==> src/include/rtsf_pkg.sv <==
package rtsf_pkg;

    // ==========================================================
    // Clock rates
    // ==========================================================
    localparam int unsigned MCLK_HZ = 125_000_000;
    localparam int unsigned MCLK_PER_US = MCLK_HZ / 1_000_000;
    localparam int unsigned OSC_HZ = 32768;

    // ==========================================================
    // Crystal divider layout
    // ==========================================================
    // Tick bit k pulses at OSC_HZ / 2**(k+1)
    localparam int unsigned DIV_W = 15;
    localparam int unsigned TICK_8192 = 1;
    localparam int unsigned TICK_4096 = 2;
    localparam int unsigned TICK_128 = 7;
    localparam int unsigned TICK_64 = 8;
    localparam int unsigned TICK_1HZ = 14;
    localparam logic [5:0] SEC_LAST = 6'h3B;

    // ==========================================================
    // Timing
    // ==========================================================
    // Oscillator silence taken as a stop (longest wait, rounds down)
    localparam int unsigned OSC_TIMEOUT_US = 100;
    localparam int unsigned OSC_TIMEOUT_CYC = OSC_TIMEOUT_US * MCLK_PER_US;
    // Battery load settling before the compare (least time, rounds up)
    localparam int unsigned BAT_SETTLE_US = 10;
    localparam int unsigned BAT_SETTLE_CYC =
        (BAT_SETTLE_US * MCLK_HZ + 999_999) / 1_000_000;

    // ==========================================================
    // Encodings
    // ==========================================================
    localparam logic [1:0] CSEL_4096 = 2'h0;
    localparam logic [1:0] CSEL_64 = 2'h1;
    localparam logic [1:0] CSEL_1HZ = 2'h2;
    localparam logic [1:0] CSEL_MINUTE = 2'h3;
    localparam logic [3:0] SQW_OFF = 4'h0;
    localparam logic [3:0] SQW_FULL = 4'h1;
    localparam logic [1:0] LEAP_CENTURY = 2'h0;
    localparam logic [7:0] COUNT_LAST = 8'h01;
    localparam logic [7:0] COUNT_OFF = 8'h00;

    // ==========================================================
    // Reset values
    // ==========================================================
    localparam logic [7:0] COUNTDOWN_RESET = 8'h00;
    localparam logic OSC_FAIL_RESET = 1'b1;
    localparam logic BAT_LOW_RESET = 1'b0;
    localparam logic [1:0] CENTURY_RESET = 2'h0;

    // ==========================================================
    // Carriers
    // ==========================================================
    typedef struct packed {
        logic countdown_on;
        logic pulse_select;
        logic irq_enable;
        logic [1:0] clock_select;
    } rtsf_timer_ctrl_t;

    localparam rtsf_timer_ctrl_t TIMER_CTRL_RESET = '{
        countdown_on: 1'b0,
        pulse_select: 1'b0,
        irq_enable: 1'b0,
        clock_select: CSEL_MINUTE
    };

    typedef struct packed {
        logic osc_level;
        logic [DIV_W-1:0] div;
        logic [DIV_W-1:0] tick;
        logic minute_tick;
        logic osc_stopped;
    } rtsf_osc_t;

endpackage : rtsf_pkg

==> src/core/rtsf_osc_div.sv <==
`timescale 1ns/1ps
`default_nettype none

module rtsf_osc_div
#(
    parameter int unsigned OSC_TIMEOUT_CYC = rtsf_pkg::OSC_TIMEOUT_CYC
)
(
    input wire logic mclk,
    input wire logic reset_n,
    input wire logic osc_clk,
    input wire logic osc_halt,
    output rtsf_pkg::rtsf_osc_t osc
);
    import rtsf_pkg::*;

    localparam int unsigned TO_W = $clog2(OSC_TIMEOUT_CYC + 1);
    localparam logic [TO_W-1:0] TO_LIMIT = TO_W'(OSC_TIMEOUT_CYC);

    logic osc_meta;
    logic osc_sync;
    logic osc_prev;
    logic osc_edge;
    logic [DIV_W-1:0] div;
    logic [5:0] sec;
    logic [TO_W-1:0] silent;

    // ==========================================================
    // Crystal clock sampling
    // ==========================================================
    // Two flops before anything looks at the crystal level
    always_ff @(posedge mclk)
    begin
        osc_meta <= osc_clk;
        osc_sync <= osc_meta;
        osc_prev <= osc_sync;
    end

    // A halted oscillator yields no edges even if the pin toggles
    assign osc_edge = osc_sync & ~osc_prev & ~osc_halt;

    // ==========================================================
    // Binary divider and minute stage
    // ==========================================================
    always_ff @(posedge mclk)
    begin
        if (!reset_n)
        begin
            div <= '0;
        end
        else if (osc_edge)
        begin
            div <= div + 1'b1;
        end
    end

    // One tick per divider bit, each one mclk cycle wide
    for (genvar k = 0; k < DIV_W; k++)
    begin : g_tick
        always_ff @(posedge mclk)
        begin
            if (!reset_n)
            begin
                osc.tick[k] <= 1'b0;
            end
            else
            begin
                osc.tick[k] <= osc_edge & (&div[k:0]);
            end
        end
    end

    // Divide the 1 Hz tick by sixty for the slowest timer source
    always_ff @(posedge mclk)
    begin
        if (!reset_n)
        begin
            sec <= '0;
            osc.minute_tick <= 1'b0;
        end
        else
        begin
            osc.minute_tick <= osc.tick[TICK_1HZ] && sec == SEC_LAST;
            if (osc.tick[TICK_1HZ])
            begin
                sec <= (sec == SEC_LAST) ? 6'h00 : sec + 6'h01;
            end
        end
    end

    // ==========================================================
    // Stop detection
    // ==========================================================
    // Silence longer than the timeout, or a halt request, is a stop
    always_ff @(posedge mclk)
    begin
        if (!reset_n)
        begin
            silent <= '0;
            osc.osc_stopped <= 1'b1;
        end
        else
        begin
            if (osc_edge)
            begin
                silent <= '0;
            end
            else if (silent != TO_LIMIT)
            begin
                silent <= silent + 1'b1;
            end
            osc.osc_stopped <= osc_halt || silent == TO_LIMIT;
        end
    end

    // Registered copies for square-wave use
    always_ff @(posedge mclk)
    begin
        osc.osc_level <= osc_sync;
        osc.div <= div;
    end

endmodule : rtsf_osc_div

`default_nettype wire

==> src/core/rtsf_top.sv <==
`timescale 1ns/1ps
`default_nettype none

module rtsf_top
#(
    parameter int unsigned OSC_TIMEOUT_CYC = rtsf_pkg::OSC_TIMEOUT_CYC,
    parameter int unsigned BAT_SETTLE_CYC = rtsf_pkg::BAT_SETTLE_CYC
)
(
    input wire logic mclk,
    input wire logic reset_n,
    input wire logic osc_clk,
    input wire logic main_supply_ok,
    input wire logic battery_below_threshold,
    input wire logic flags_read,
    input wire logic osc_fail_clear,
    input wire logic countdown_value_wr,
    input wire logic [7:0] countdown_value_wdata,
    input wire logic timer_ctrl_wr,
    input wire rtsf_pkg::rtsf_timer_ctrl_t timer_ctrl_wdata,
    input wire logic [3:0] square_rate_select,
    input wire logic square_out_enable,
    input wire logic osc_halt,
    input wire logic osc_fail_irq_enable,
    input wire logic backup_irq_enable,
    input wire logic midnight_rollover,
    input wire logic century_rollover,
    input wire logic [6:0] year_in_century,
    input wire logic shared_irq_in,
    output rtsf_pkg::rtsf_timer_ctrl_t timer_ctrl,
    output logic [7:0] countdown_value,
    output logic timer_flag,
    output logic square_wave_pin,
    output logic battery_low_flag,
    output logic battery_load_on,
    output logic [1:0] century_count,
    output logic leap_year,
    output logic osc_fail_flag,
    output logic shared_irq_out,
    output logic shared_irq_oe_n
);
    import rtsf_pkg::*;

    localparam int unsigned SET_W = $clog2(BAT_SETTLE_CYC + 1);
    localparam logic [SET_W-1:0] SET_LIMIT = SET_W'(BAT_SETTLE_CYC);

    typedef enum logic [1:0] {
        BAT_IDLE,
        BAT_LOAD,
        BAT_COMPARE
    } rtsf_bat_state_t;

    rtsf_osc_t osc;
    logic vcc_meta;
    logic vcc_ok;
    logic vcc_prev;
    logic vcc_rise;
    logic vcc_fall;
    logic bat_meta;
    logic bat_low_sync;
    logic [7:0] reload_value;
    logic timer_run;
    logic src_tick;
    logic half_tick;
    logic release_tick;
    logic reload_event;
    logic pulse_low;
    logic timer_irq;
    logic osc_irq;
    logic irq_assert;
    logic [3:0] sqw_index;
    logic sqw_level;
    rtsf_bat_state_t bat_state;
    logic [SET_W-1:0] settle;
    logic shared_irq_unused;

    // Pin readback is not needed by this logic
    assign shared_irq_unused = shared_irq_in;

    // ==========================================================
    // Crystal divider
    // ==========================================================
    rtsf_osc_div #(
        .OSC_TIMEOUT_CYC(OSC_TIMEOUT_CYC)
    ) u_osc_div (
        .mclk(mclk),
        .reset_n(reset_n),
        .osc_clk(osc_clk),
        .osc_halt(osc_halt),
        .osc(osc)
    );

    // ==========================================================
    // Supply and battery comparator sampling
    // ==========================================================
    // Both come from analog circuits, so two flops each
    always_ff @(posedge mclk)
    begin
        vcc_meta <= main_supply_ok;
        vcc_ok <= vcc_meta;
        bat_meta <= battery_below_threshold;
        bat_low_sync <= bat_meta;
    end

    // Supply edges; reset state counts as powered down
    always_ff @(posedge mclk)
    begin
        if (!reset_n)
        begin
            vcc_prev <= 1'b0;
        end
        else
        begin
            vcc_prev <= vcc_ok;
        end
    end

    assign vcc_rise = vcc_ok & ~vcc_prev;
    assign vcc_fall = ~vcc_ok & vcc_prev;

    // ==========================================================
    // Timer control
    // ==========================================================
    // Power-down wins over a write in the same cycle
    always_ff @(posedge mclk)
    begin
        if (!reset_n)
        begin
            timer_ctrl <= TIMER_CTRL_RESET;
        end
        else if (vcc_fall)
        begin
            timer_ctrl.countdown_on <= 1'b0;
        end
        else if (timer_ctrl_wr)
        begin
            timer_ctrl <= timer_ctrl_wdata;
        end
    end

    // ==========================================================
    // Source tick selection
    // ==========================================================
    // half_tick ends a pulse early for n = 1 and 64 Hz for slow sources
    always_comb
    begin
        src_tick = 1'b0;
        half_tick = 1'b0;
        case (timer_ctrl.clock_select)
            CSEL_4096:
            begin
                src_tick = osc.tick[TICK_4096];
                half_tick = osc.tick[TICK_8192];
            end
            CSEL_64:
            begin
                src_tick = osc.tick[TICK_64];
                half_tick = osc.tick[TICK_128];
            end
            CSEL_1HZ:
            begin
                src_tick = osc.tick[TICK_1HZ];
                half_tick = osc.tick[TICK_64];
            end
            CSEL_MINUTE:
            begin
                src_tick = osc.minute_tick;
                half_tick = osc.tick[TICK_64];
            end
            default:
            begin
                src_tick = 1'b0;
                half_tick = 1'b0;
            end
        endcase
    end

    // Timer stops in backup; a zero reload value disables it
    assign timer_run = timer_ctrl.countdown_on && vcc_ok
        && reload_value != COUNT_OFF;
    assign reload_event = timer_run && src_tick && !countdown_value_wr
        && countdown_value <= COUNT_LAST;

    // ==========================================================
    // Countdown
    // ==========================================================
    // A write loads both reload and live count; a stop keeps the count
    always_ff @(posedge mclk)
    begin
        if (!reset_n)
        begin
            reload_value <= COUNTDOWN_RESET;
            countdown_value <= COUNTDOWN_RESET;
        end
        else if (countdown_value_wr)
        begin
            reload_value <= countdown_value_wdata;
            countdown_value <= countdown_value_wdata;
        end
        else if (reload_event)
        begin
            countdown_value <= reload_value;
        end
        else if (timer_run && src_tick)
        begin
            countdown_value <= countdown_value - 8'h01;
        end
    end

    // Set wins over a read-clear in the same cycle
    always_ff @(posedge mclk)
    begin
        if (!reset_n)
        begin
            timer_flag <= 1'b0;
        end
        else if (reload_event)
        begin
            timer_flag <= 1'b1;
        end
        else if (flags_read)
        begin
            timer_flag <= 1'b0;
        end
    end

    // ==========================================================
    // Free-running pulse output
    // ==========================================================
    // Slow sources keep the low time at 1/64 s; n = 1 uses half a period
    always_comb
    begin
        release_tick = src_tick;
        if (timer_ctrl.clock_select == CSEL_1HZ
            || timer_ctrl.clock_select == CSEL_MINUTE)
        begin
            release_tick = half_tick;
        end
        else if (reload_value == COUNT_LAST)
        begin
            release_tick = half_tick;
        end
    end

    // Reload drives low, next release edge lets it go high again
    always_ff @(posedge mclk)
    begin
        if (!reset_n)
        begin
            pulse_low <= 1'b0;
        end
        else if (!timer_ctrl.pulse_select || !timer_run)
        begin
            pulse_low <= 1'b0;
        end
        else if (reload_event)
        begin
            pulse_low <= 1'b1;
        end
        else if (release_tick)
        begin
            pulse_low <= 1'b0;
        end
    end

    // Flag clearing has no effect on the pulse form
    assign timer_irq = timer_ctrl.pulse_select ? pulse_low
        : (timer_flag & timer_ctrl.irq_enable);

    // ==========================================================
    // Square wave
    // ==========================================================
    // Code c >= 2 picks divider bit c-1, i.e. 2**(15-c) Hz
    assign sqw_index = square_rate_select - SQW_FULL;

    always_comb
    begin
        if (square_rate_select == SQW_OFF)
        begin
            sqw_level = 1'b0;
        end
        else if (square_rate_select == SQW_FULL)
        begin
            sqw_level = osc.osc_level;
        end
        else
        begin
            sqw_level = osc.div[sqw_index];
        end
    end

    // Forced low on backup so the pin draws nothing
    always_ff @(posedge mclk)
    begin
        if (!reset_n)
        begin
            square_wave_pin <= 1'b0;
        end
        else
        begin
            square_wave_pin <= square_out_enable & vcc_ok & sqw_level;
        end
    end

    // ==========================================================
    // Battery check
    // ==========================================================
    // Midnight check settles under load first; power-up compares at once
    always_ff @(posedge mclk)
    begin
        if (!reset_n)
        begin
            bat_state <= BAT_IDLE;
            settle <= '0;
            battery_load_on <= 1'b0;
            battery_low_flag <= BAT_LOW_RESET;
        end
        else if (!vcc_ok)
        begin
            bat_state <= BAT_IDLE;
            settle <= '0;
            battery_load_on <= 1'b0;
        end
        else
        begin
            case (bat_state)
                BAT_IDLE:
                begin
                    settle <= '0;
                    if (vcc_rise)
                    begin
                        bat_state <= BAT_COMPARE;
                    end
                    else if (midnight_rollover)
                    begin
                        bat_state <= BAT_LOAD;
                        battery_load_on <= 1'b1;
                    end
                end
                BAT_LOAD:
                begin
                    settle <= settle + 1'b1;
                    if (settle == SET_LIMIT)
                    begin
                        bat_state <= BAT_COMPARE;
                    end
                end
                BAT_COMPARE:
                begin
                    battery_low_flag <= bat_low_sync;
                    battery_load_on <= 1'b0;
                    bat_state <= BAT_IDLE;
                end
                default:
                begin
                    bat_state <= BAT_IDLE;
                    battery_load_on <= 1'b0;
                end
            endcase
        end
    end

    // ==========================================================
    // Century and leap year
    // ==========================================================
    always_ff @(posedge mclk)
    begin
        if (!reset_n)
        begin
            century_count <= CENTURY_RESET;
        end
        else if (century_rollover)
        begin
            century_count <= century_count + 2'h1;
        end
    end

    // Year 00 leaps only in the leap century (the 400-year case)
    always_ff @(posedge mclk)
    begin
        if (!reset_n)
        begin
            leap_year <= 1'b0;
        end
        else
        begin
            leap_year <= year_in_century[1:0] == 2'h0
                && (year_in_century != 7'h00
                || century_count == LEAP_CENTURY);
        end
    end

    // ==========================================================
    // Oscillator fail
    // ==========================================================
    // Starts set; a stop wins over a host clear; reads leave it alone
    always_ff @(posedge mclk)
    begin
        if (!reset_n)
        begin
            osc_fail_flag <= OSC_FAIL_RESET;
        end
        else if (osc.osc_stopped)
        begin
            osc_fail_flag <= 1'b1;
        end
        else if (osc_fail_clear)
        begin
            osc_fail_flag <= 1'b0;
        end
    end

    // ==========================================================
    // Shared interrupt pin
    // ==========================================================
    assign osc_irq = osc_fail_flag & osc_fail_irq_enable;
    // Timer is dead on backup; only fail detection with backup enable
    assign irq_assert = vcc_ok ? (timer_irq | osc_irq)
        : (osc_irq & backup_irq_enable);

    // Open drain: enable low pulls the pin low
    always_ff @(posedge mclk)
    begin
        if (!reset_n)
        begin
            shared_irq_oe_n <= 1'b1;
        end
        else
        begin
            shared_irq_oe_n <= ~irq_assert;
        end
    end

    assign shared_irq_out = 1'b0;

endmodule : rtsf_top

`default_nettype wire

==> config.mk <==
export PLATFORM = sky130hd
export DESIGN_NAME = rtsf_top
export DESIGN_NICKNAME = d
export VERILOG_FILES = /design/src/include/rtsf_pkg.sv /design/src/core/rtsf_osc_div.sv /design/src/core/rtsf_top.sv
export SDC_FILE = /design/constraint.sdc
export NUM_CORES = 1
export LEC_CHECK = 0
export BUFFER_PORTS_ARGS = -buffer_cell sky130_fd_sc_hd__buf_4
export CORE_ASPECT_RATIO = 1.2
export CORE_MARGIN = 5
export CORE_UTILIZATION = 56
export CTS_BUF_LIST = sky130_fd_sc_hd__clkbuf_4
export CTS_CLUSTER_DIAMETER = 200
export DETAILED_ROUTE_END_ITERATION = 6
export GPL_ROUTABILITY_DRIVEN = 0
export HOLD_SLACK_MARGIN = 0.06
export PLACE_DENSITY = 0.86
export SETUP_SLACK_MARGIN = 0.02
export SKIP_LAST_GASP = 1
export SYNTH_ARGS = -nofsm -noshare
export SYNTH_HDL_FRONTEND = slang
export SYNTH_SLANG_ARGS = --single-unit
==> constraint.sdc <==
create_clock -name mclk -period 2.14 [get_ports mclk]
set_input_delay 0.107 -clock mclk [delete_from_list [all_inputs] [get_ports mclk]]
set_output_delay 0.107 -clock mclk [all_outputs]
set_load 0.01 [all_outputs]
# Word level (Yosys, flattened, before mapping)
# Cells that the tools add are included.
dict set report totals {
  ff_bits 109
  input_bits 40
  output_inout_bits 23
  elab_cells 149
}
dict set report classes {
  add_sub_neg 7
  n_lt_le_gt_ge 2
  eq_ne 15
  muxes 26
  bitwise_logic 23
  reduce_logical 40
}
# cell count
set op_table {}
lappend op_table {{two-way mux 8 bit} 3}
lappend op_table {{one-hot mux 11 bit (2 select lines)} 1}
lappend op_table {{adder 15 x 1 -> 15 bit, second input constant} 1}
lappend op_table {{AND reduction 15 bit} 1}
lappend op_table {{adder 14 x 1 -> 14 bit, second input constant} 1}
lappend op_table {{AND 1 bit} 14}
lappend op_table {{== test 14 bit, second input constant} 1}
lappend op_table {{!= test 14 bit, second input constant} 1}
lappend op_table {{two-way mux 1 bit} 13}
lappend op_table {{adder 11 x 1 -> 11 bit, second input constant} 1}
lappend op_table {{== test 11 bit, second input constant} 1}
lappend op_table {{AND reduction 2 bit} 5}
lappend op_table {{OR reduction 2 bit} 5}
lappend op_table {{AND reduction 9 bit} 1}
lappend op_table {{== test 8 x 1 -> 1 bit, second input constant} 1}
lappend op_table {{<= comparator 8 x 1 -> 1 bit, second input constant} 1}
lappend op_table {{logical NOT 2 bit} 4}
lappend op_table {{inverter 1 bit} 8}
lappend op_table {{AND reduction 8 bit} 1}
lappend op_table {{nonzero test 8 bit} 1}
lappend op_table {{subtractor 8 x 1 -> 8 bit, second input constant} 1}
lappend op_table {{logical AND 1 bit} 7}
lappend op_table {{nonzero test 7 bit} 1}
lappend op_table {{adder 6 x 1 -> 6 bit, second input constant} 1}
lappend op_table {{other kinds (23)} 38}

# Logic depth before layout (Yosys ltp)
# Gate-level depths: netlist of run 1.
dict set report logic_depth {
  ltp_word 7
  ltp_mapped 7
  ltp_nobuf 6
}

# Hierarchy
# From an unflattened synthesis of run 1, not the netlist that was laid out.
dict set report hier_totals {
  hier_cells 528
  hier_area_um2 4972.3
}
# module instances cells_per_inst area_each_um2 seq_area_each_um2
set by_module_without_submodules {}
lappend by_module_without_submodules {rtsf_top 1 290 2526.2 980.9}
lappend by_module_without_submodules {rtsf_osc_div 1 238 2446.1 1401.3}

# Least setup slack after synthesis of run 1
# No wires, ideal clock.
dict set report synth_timing {
  path_type {input to register}
  from {in square_rate_select[0]}
  to {reg square_wave_pin}
  setup_ps 79
  arrival_ps 1833
  t_required_ps 2061
  slack_ps 228
  path_stages 7
  n_path_buf 1
  cell_sequence {clkbuf_1 -> inv_1 -> ha_1 -> xor2_1 -> mux2i_1 -> mux4_2 -> a211oi_2}
}
dict set report synth_via {
  elab_chain_cells 6
  elab_cells_between_ends 8
  cone_classes {1 x add/sub; 1 x eq/ne; 4 x mux; 1 x bitwise; 1 x reduce/logical}
}
# item line
set synth_rtl {}
lappend synth_rtl {{start: declaration} rtsf_top.sv:21} ;# input wire logic [3:0] square_rate_select,
lappend synth_rtl {{subtractor 4 x 1 -> 4 bit} rtsf_top.sv:274} ;# assign sqw_index = square_rate_select - SQW_FULL;
lappend synth_rtl {{binary-select mux 1 bit (select 4 bit)} rtsf_top.sv:288} ;# sqw_level = osc.div[sqw_index];
lappend synth_rtl {{two-way mux 1 bit (not written as such)} rtsf_top.sv:288}
lappend synth_rtl {{two-way mux 1 bit} rtsf_top.sv:282} ;# else if (square_rate_select == SQW_FULL)
lappend synth_rtl {{two-way mux 1 bit (*)} rtsf_top.sv:278} ;# if (square_rate_select == SQW_OFF)
lappend synth_rtl {{AND 1 bit (*)} rtsf_top.sv:301} ;# square_wave_pin <= square_out_enable & vcc_ok & sqw_level;
lappend synth_rtl {{end signal: assignment} rtsf_top.sv:301}
lappend synth_rtl {{end: declaration} rtsf_top.sv:33} ;# output logic square_wave_pin,
# Mark *: on every way between the ends. The rest lies on a longest branch, timed or not. The select of a mux whose other input is x is not followed.
# A chain may end at the register's enable or synchronous reset.

# Worst setup path in the final report of run 1
dict set report layout_timing {
  from {reg vcc_ok}
  to {reg timer_ctrl[0] (netlist name)}
}
dict set report layout_via {
  elab_chain_cells 4
}
# item line
set layout_rtl {}
lappend layout_rtl {{start: declaration} rtsf_top.sv:55} ;# logic vcc_ok;
lappend layout_rtl {{start signal: assignment} rtsf_top.sv:100} ;# vcc_ok <= vcc_meta;
lappend layout_rtl {{inverter 1 bit} rtsf_top.sv:119} ;# assign vcc_fall = ~vcc_ok & vcc_prev;
lappend layout_rtl {{AND 1 bit} rtsf_top.sv:119}
lappend layout_rtl {{inverter 1 bit (no source line)} -}
lappend layout_rtl {{AND reduction 2 bit (no source line)} -}
lappend layout_rtl {{end signal: assignment} rtsf_top.sv:137} ;# timer_ctrl <= timer_ctrl_wdata;
lappend layout_rtl {{end: declaration} rtsf_top.sv:30} ;# output rtsf_pkg::rtsf_timer_ctrl_t timer_ctrl,
# No other way between the ends.

==> results of run 1 <==
==> state kept, by name (all words and copies together), names as in the netlist, 5 cells and up <==
| signal | flops |
|---|---|
| reload_value | 8 |
| u_osc_div.sec | 6 |
| u_osc_div.silent | 14 |
| settle | 11 |
| timer_ctrl | 5 |
| u_osc_div.div | 15 |
| u_osc_div.osc | 23 |
| countdown_value | 8 |
==> repair_timing <==
action                                  CTS  global route
gates resized for setup                   0             4
hold endpoints to repair                 33             0
endpoints found under the setup margin    0             3
hold buffers                             37             0
==> power breakdown <==
group	switching, mW	internal, mW	total (mW)
combinational	0.221	0.230	0.450
clock	0.662	0.264	0.926
sequential	0.0571	2.08	2.14
total	0.940	2.58	3.52
==> cell families after synthesis <==
| family | Yosys count |
|---|---|
| other cells | 1 |
| xor+xnor | 26 |
| compound gates | 93 |
| mux | 23 |
| flops | 109 |
| fa+ha+maj | 14 |
| buf+inv | 43 |
| simple gates | 209 |
==> layout make-up <==
cell class | instances | area share
Timing Repair Buffer | 102 | 0.148
Tap cell | 114 | 0.0246
Inverter | 24 | 0.0156
Sequential cell | 109 | 0.377
Clock buffer | 10 | 0.0130
Multi-Input combinational cell | 366 | 0.414
Clock inverter | 6 | 0.00821
==> per-layer routing <==
metal	global-route usage	up-vias
met4	0.0751	0
met3	0.0353	30
met1	0.261	1955
met5	0	-
li1	-	2047
met2	0.365	147
==> stage by stage <==
step | setup WS [ps] | cells | power, mW | hold WS (ps)
global route | 25.3 | 731 | 3.67 | 274
detailed placement | 162 | 678 | 2.56 | 213
floorplan | 228 | 518 | 2.40 | 135
CTS | 33.8 | 731 | 3.52 | 281
global placement | 241 | 678 | 2.55 | 213
finish | 92.9 | 731 | 3.52 | 299
==> placed cells by master (no fill, tap or decap), types with 3 or more instances in the layout <==
master,n
a21oi_1,29
a31oi_1,8
and2_1,6
and3_1,6
buf_4,65
clkbuf_4,10
dfxtp_1,108
dlygate4sd3_1,37
ha_1,14
inv_1,24
mux2i_1,20
mux4_2,3
nand2_1,34
nand2b_1,7
nand3_1,22
nand3b_1,6
nand4_1,11
nor2_1,52
nor3_1,16
nor4_1,9
o21ai_0,20
o311a_1,3
o31ai_1,8
o41ai_1,4
or2_2,3
or3_1,10
or4_1,10
xnor2_1,16
xor2_1,10
==> worst max path at each step <==
stage                                           end  slack (ps)  cells past startpoint
global route             timer_ctrl[0]$_SDFFE_PN1P_          30                      6
detailed placement  countdown_value[5]$_SDFFE_PN0P_         160                      6
floorplan                square_wave_pin$_SDFF_PN0_         230                      7
finish                   timer_ctrl[0]$_SDFFE_PN1P_          90                      6
CTS                      timer_ctrl[0]$_SDFFE_PN1P_          30                      6
global placement    countdown_value[5]$_SDFFE_PN0P_         240                      6
==> metrics, run 1 <==
Async S/R FF share, synth 0; Synth Area in Compound Gates 0.127; Post-Synth Simple-Gate Area 0.234; detailed placer's ending HPWL between 7 and 8 mm; register bit total from synthesis roughly 110; final core utilization 0.707; R2R depth 6; Synth Area per Inst ~9.1 sq um; layout filler cell count about 610; Syn-to-layout area delta 22.3%; fraction of layout cells with a size suffix above 1 0.159; sequential cell area fraction in the yosys report 0.461; routed wl met3 about 570 um; Critical Path AT 2400 ps; clk buf depth 2; Die Span X around 94 um; DR DRC count 0; grt ovf 0; Sequential Area 2180 sq um; Final min period just over 2000 ps; Placed Area 5290 sq um; crit path from vcc_ok$_DFF_P_; global-route wire length before repair around 18 mm; initial DRC count 263; area of the multi-input gates about 2400 sq um; Synth top area share 0.461; Reg-to-Reg End timer_ctrl[0]$_SDFFE_PN1P_; Yosys warnings 0; worst setup path class reg2reg; WHS Path Cells 2; crit path max fanout 6; clock slew seen by the registers of the worst setup and hold paths between 150 and 200 ps; status finished, final reports clean; Worst Hold End bat_meta$_DFF_P_; LEAKAGE approximately 2.2 nW; Peak Freq around 490 MHz; drt first pass iters 5; worst path bufs/invs 3; Max Transition Viols Final 0; post-route ant nets 0; via count ~4200; Worst setup SP type flop; main flop type after synthesis dfxtp_1; overall routing resource usage 0.211; Post-Route WL about 11 mm; xor/xnor cell area share of the yosys netlist 0.0481; Power per Cell Area approximately 610 nW/um^2; fin crit share 0.957; initial antenna violation count 0; main combinational cell family by area after synthesis simple AND/OR/NAND/NOR gates; Mapped Nets about 570; Final Hold Violating Endpoints 0; CTS Sinks between 100 and 150; pin count of the biggest net entering global routing 32; Chip Height ~110 um; unrepaired setup endpoints after global routing no; ant diodes 0; Synth area leaders dfxtp_1 (46%), mux2i_1 (4.2%), nor2_1 (4.2%), ha_1 (3.7%), a21oi_1 (3.1%); setup TNS 0 ps; slowest CP cell dlygate4sd3_1; vias in the first global route 4029; fin nets approximately 670; CTS Buf Count 9; Synth Area in Adders 0.0370; Core Rows 36; DIE AREA approximately 10000 sq um; Req. time, crit path between 2000 and 2500 ps; met2 wire length about 5.5 mm; Commonest cells post-synth dfxtp_1 (109), nor2_1 (53), nand2_1 (34); worst hold-check path type in2reg; crit-path max cell delay 570 ps; vias per std cell ~5.7; worst r2r src vcc_ok$_DFF_P_; Top Layer Used met4; Synth area leader dfxtp_1; Worst-Margin Slew ~1000 ps; crit path capture type flop; met1 WL approximately 4.3 mm; Initial Utilization 0.578; skew final around 23 ps; Syn Inst Count around 520; post-synthesis mux area share 0.0565; EDFF count, synth 0; # IOs 63; CP delay by family, top buffers and inverters; H-tree depth 3; cell area after layout between 5000 and 6000 sq um; later-pin clock latency in the skew report 450 ps; core area roughly 8000 sq um; hold_sp battery_below_threshold; PortBufs 60; number of setup violations in the final report 0; worst reg-to-reg setup slack 90 ps; count of cell types in the netlist roughly 60; worst path cell trace buf_4, nand2b_4, nand3_1, dlygate4sd3_1, nand3_1, dlygate4sd3_1; Worst VDD drop a little under 0.4 mV; clock root cell clkbuf_4; max_cap viols 0; Avg WL per Cell approximately 15 um; relative max-transition margin 0.324; setup repair bufs after CTS 0; CTS tree yes; count leader, synth dfxtp_1; synthesized area 4740 sq um
Note: power is estimated with default switching activity, not from simulation.
==> run 2, diff against run 1 <==
clock period = 2.5 ns   (was 2.14 ns; I/O delays follow)
==> run 2 against run 1 <==
Sequential share of layout area down 0.097 points. Clock power is 13% lower. Count of clock-buffer cells in the layout fell by 1. Wire length grew 4.0%. Via count is 0.26% lower. Clock skew is 1.8 ps higher. Sequential power down 14%. Cell area grew 0.26%.
==> metrics, run 2 (synthesized netlist as in run 1, its figures left out) <==
PortBufs 60 (unchanged); clock root cell clkbuf_4; Peak Freq around 430 MHz; via count 4168 (-0.26%); detailed placer's ending HPWL 7.29 mm (+1.2%); CTS Sinks 109 (unchanged); Syn-to-layout area delta 22.6%; Worst VDD drop 0.326 mV (-18%); setup TNS 0 ps (unchanged); Req. time, crit path 2920 ps (+430 ps); Post-Route WL 11.0 mm (+4.0%); fraction of layout cells with a size suffix above 1 0.150 (-0.00835); worst setup path class in2reg; worst hold-check path type in2reg; CTS tree yes; Initial Utilization 0.578 (unchanged); grt ovf 0 (unchanged); ant diodes 0 (unchanged); max FFs per register 23 (unchanged); Total Power Consumption 3.03 mW (-14%); pre-CTS setup slack 521 ps (+360 ps); LEAKAGE 2.24 nW (about the same); Chip Height 111 um (unchanged); commonest non-fill, non-tap cell in the layout dfxtp_1; max_cap viols 0 (unchanged); number of setup violations in the final report 0 (unchanged); largest reg by FF count u_osc_div.osc; Core Rows 36 (unchanged); fin nets 667 (+0.15%); clk buf depth 2 (unchanged); core area 8200 sq um (unchanged); H-tree depth 3 (unchanged); DIE AREA 10400 sq um (unchanged); later-pin clock latency in the skew report 460 ps (about the same); setup ws final 193 ps (+100 ps); relative max-transition margin 0.311 (-0.0131); vias in the first global route 4150 (+3.0%); initial antenna violation count 0 (unchanged); pin count of the biggest net entering global routing 32 (unchanged); drt first pass iters 4 (-1); biggest regs u_osc_div.osc x23, u_osc_div.div x15, u_osc_div.silent x14; crit path max fanout 25 (+19); Avg WL per Cell 15.1 um (+3.9%); global-route wire length before repair 18.3 mm (+1.4%); DR DRC count 0 (unchanged); commonest non-fill, non-tap cells in the layout dfxtp_1 (108), buf_4 (61), nor2_1 (53); fin crit share 0.923; vias per std cell 5.69 (-0.40%); overall routing resource usage 0.213 (+0.00231); Final Hold Violating Endpoints 0 (unchanged); crit path capture type flop; skew final 25.0 ps (+1.80 ps); Die Span X 94.0 um (unchanged); clock slew seen by the registers of the worst setup and hold paths 170 ps (about the same); # IOs 63 (unchanged); unrepaired setup endpoints after global routing no; post-route ant nets 0 (unchanged); Final min period about 2300 ps; Worst-Margin Slew 1030 ps (+19.7 ps); Power per Cell Area 522 nW/um^2 (-14%); Max Transition Viols Final 0 (unchanged); CTS Buf Count 9 (unchanged); Worst setup SP type primary input; status finished, final reports clean; initial DRC count 292 (+11%); Critical Path AT 2720 ps (+320 ps)
==> run 2: cell count changes in the layout (fill, tap and decap cells not counted) <==
cell	previous run	this run
buf_4	65	61
buf_6	0	1
clkbuf_4	10	9
clkinv_4	2	3
dlygate4sd3_1	37	41
inv_6	2	1
inv_8	0	1
nand2b_1	7	8
nand2b_4	1	0
nor2_1	52	53
nor2_2	1	0
==> run 2: metrics by stage <==
step | hold WS, ps | instances | area [sq um] | util
final | 313 | 732 | 5810 | 0.708
after global routing | 292 | 732 | 5810 | 0.708
after CTS | 297 | 732 | 5800 | 0.708
after detailed placement | 230 | 675 | 5270 | 0.642
after global placement | 230 | 675 | 5270 | 0.642
after floorplan | 153 | 518 | 4740 | -
==> run 2: timing repair <==
action                                 CTS  global route
buffers inserted                         0             0
endpoints found under the hold margin   35             0
resized for setup                        0             2
hold buffers                            41             0
setup endpoints to repair                0             1
==> run 2: layout make-up <==
cell class | count | area, sq um
Fill cell | 600 | 2390
Multi-Input combinational cell | 366 | 2390
Sequential cell | 109 | 2180
Timing Repair Buffer | 103 | 880
Tap cell | 114 | 143
Inverter | 24 | 90.1
Clock buffer | 9 | 67.6
Clock inverter | 7 | 58.8
==> run 2: per-layer routing <==
metal | vias to the layer above | wire [um] | GRT usage
li1 | 2047 | - | -
met1 | 1945 | 4540 | 0.257
met2 | 153 | 5690 | 0.369
met3 | 23 | 567 | 0.0312
met4 | 0 | 243 | 0.0973
met5 | - | 0 | 0
==> run 2: path summary, 6_finish.rpt <==
check                              from  cells past startpoint  slack, ps                          to
max reg2reg              vcc_ok$_DFF_P_                      6        240  square_wave_pin$_SDFF_PN0_
max                             reset_n                      8        190  square_wave_pin$_SDFF_PN0_
min reg2reg  u_osc_div.osc_meta$_DFF_P_                      0        350  u_osc_div.osc_sync$_DFF_P_
min                             osc_clk                      2        310  u_osc_div.osc_meta$_DFF_P_
==> run 2: report_power, final <==
group          switching [mW]  internal, mW
Sequential             0.0522          1.78
Combinational           0.191         0.197
Clock                   0.591         0.219
Total                   0.834          2.20
==> run 2: critical path: stages <==
cell	delay [ps]
dlygate4sd3_1	540
buf_6	220
nand2_1	190
inv_1	200
o311ai_0	150
dlygate4sd3_1	590
a211oi_2	130
dlygate4sd3_1	560
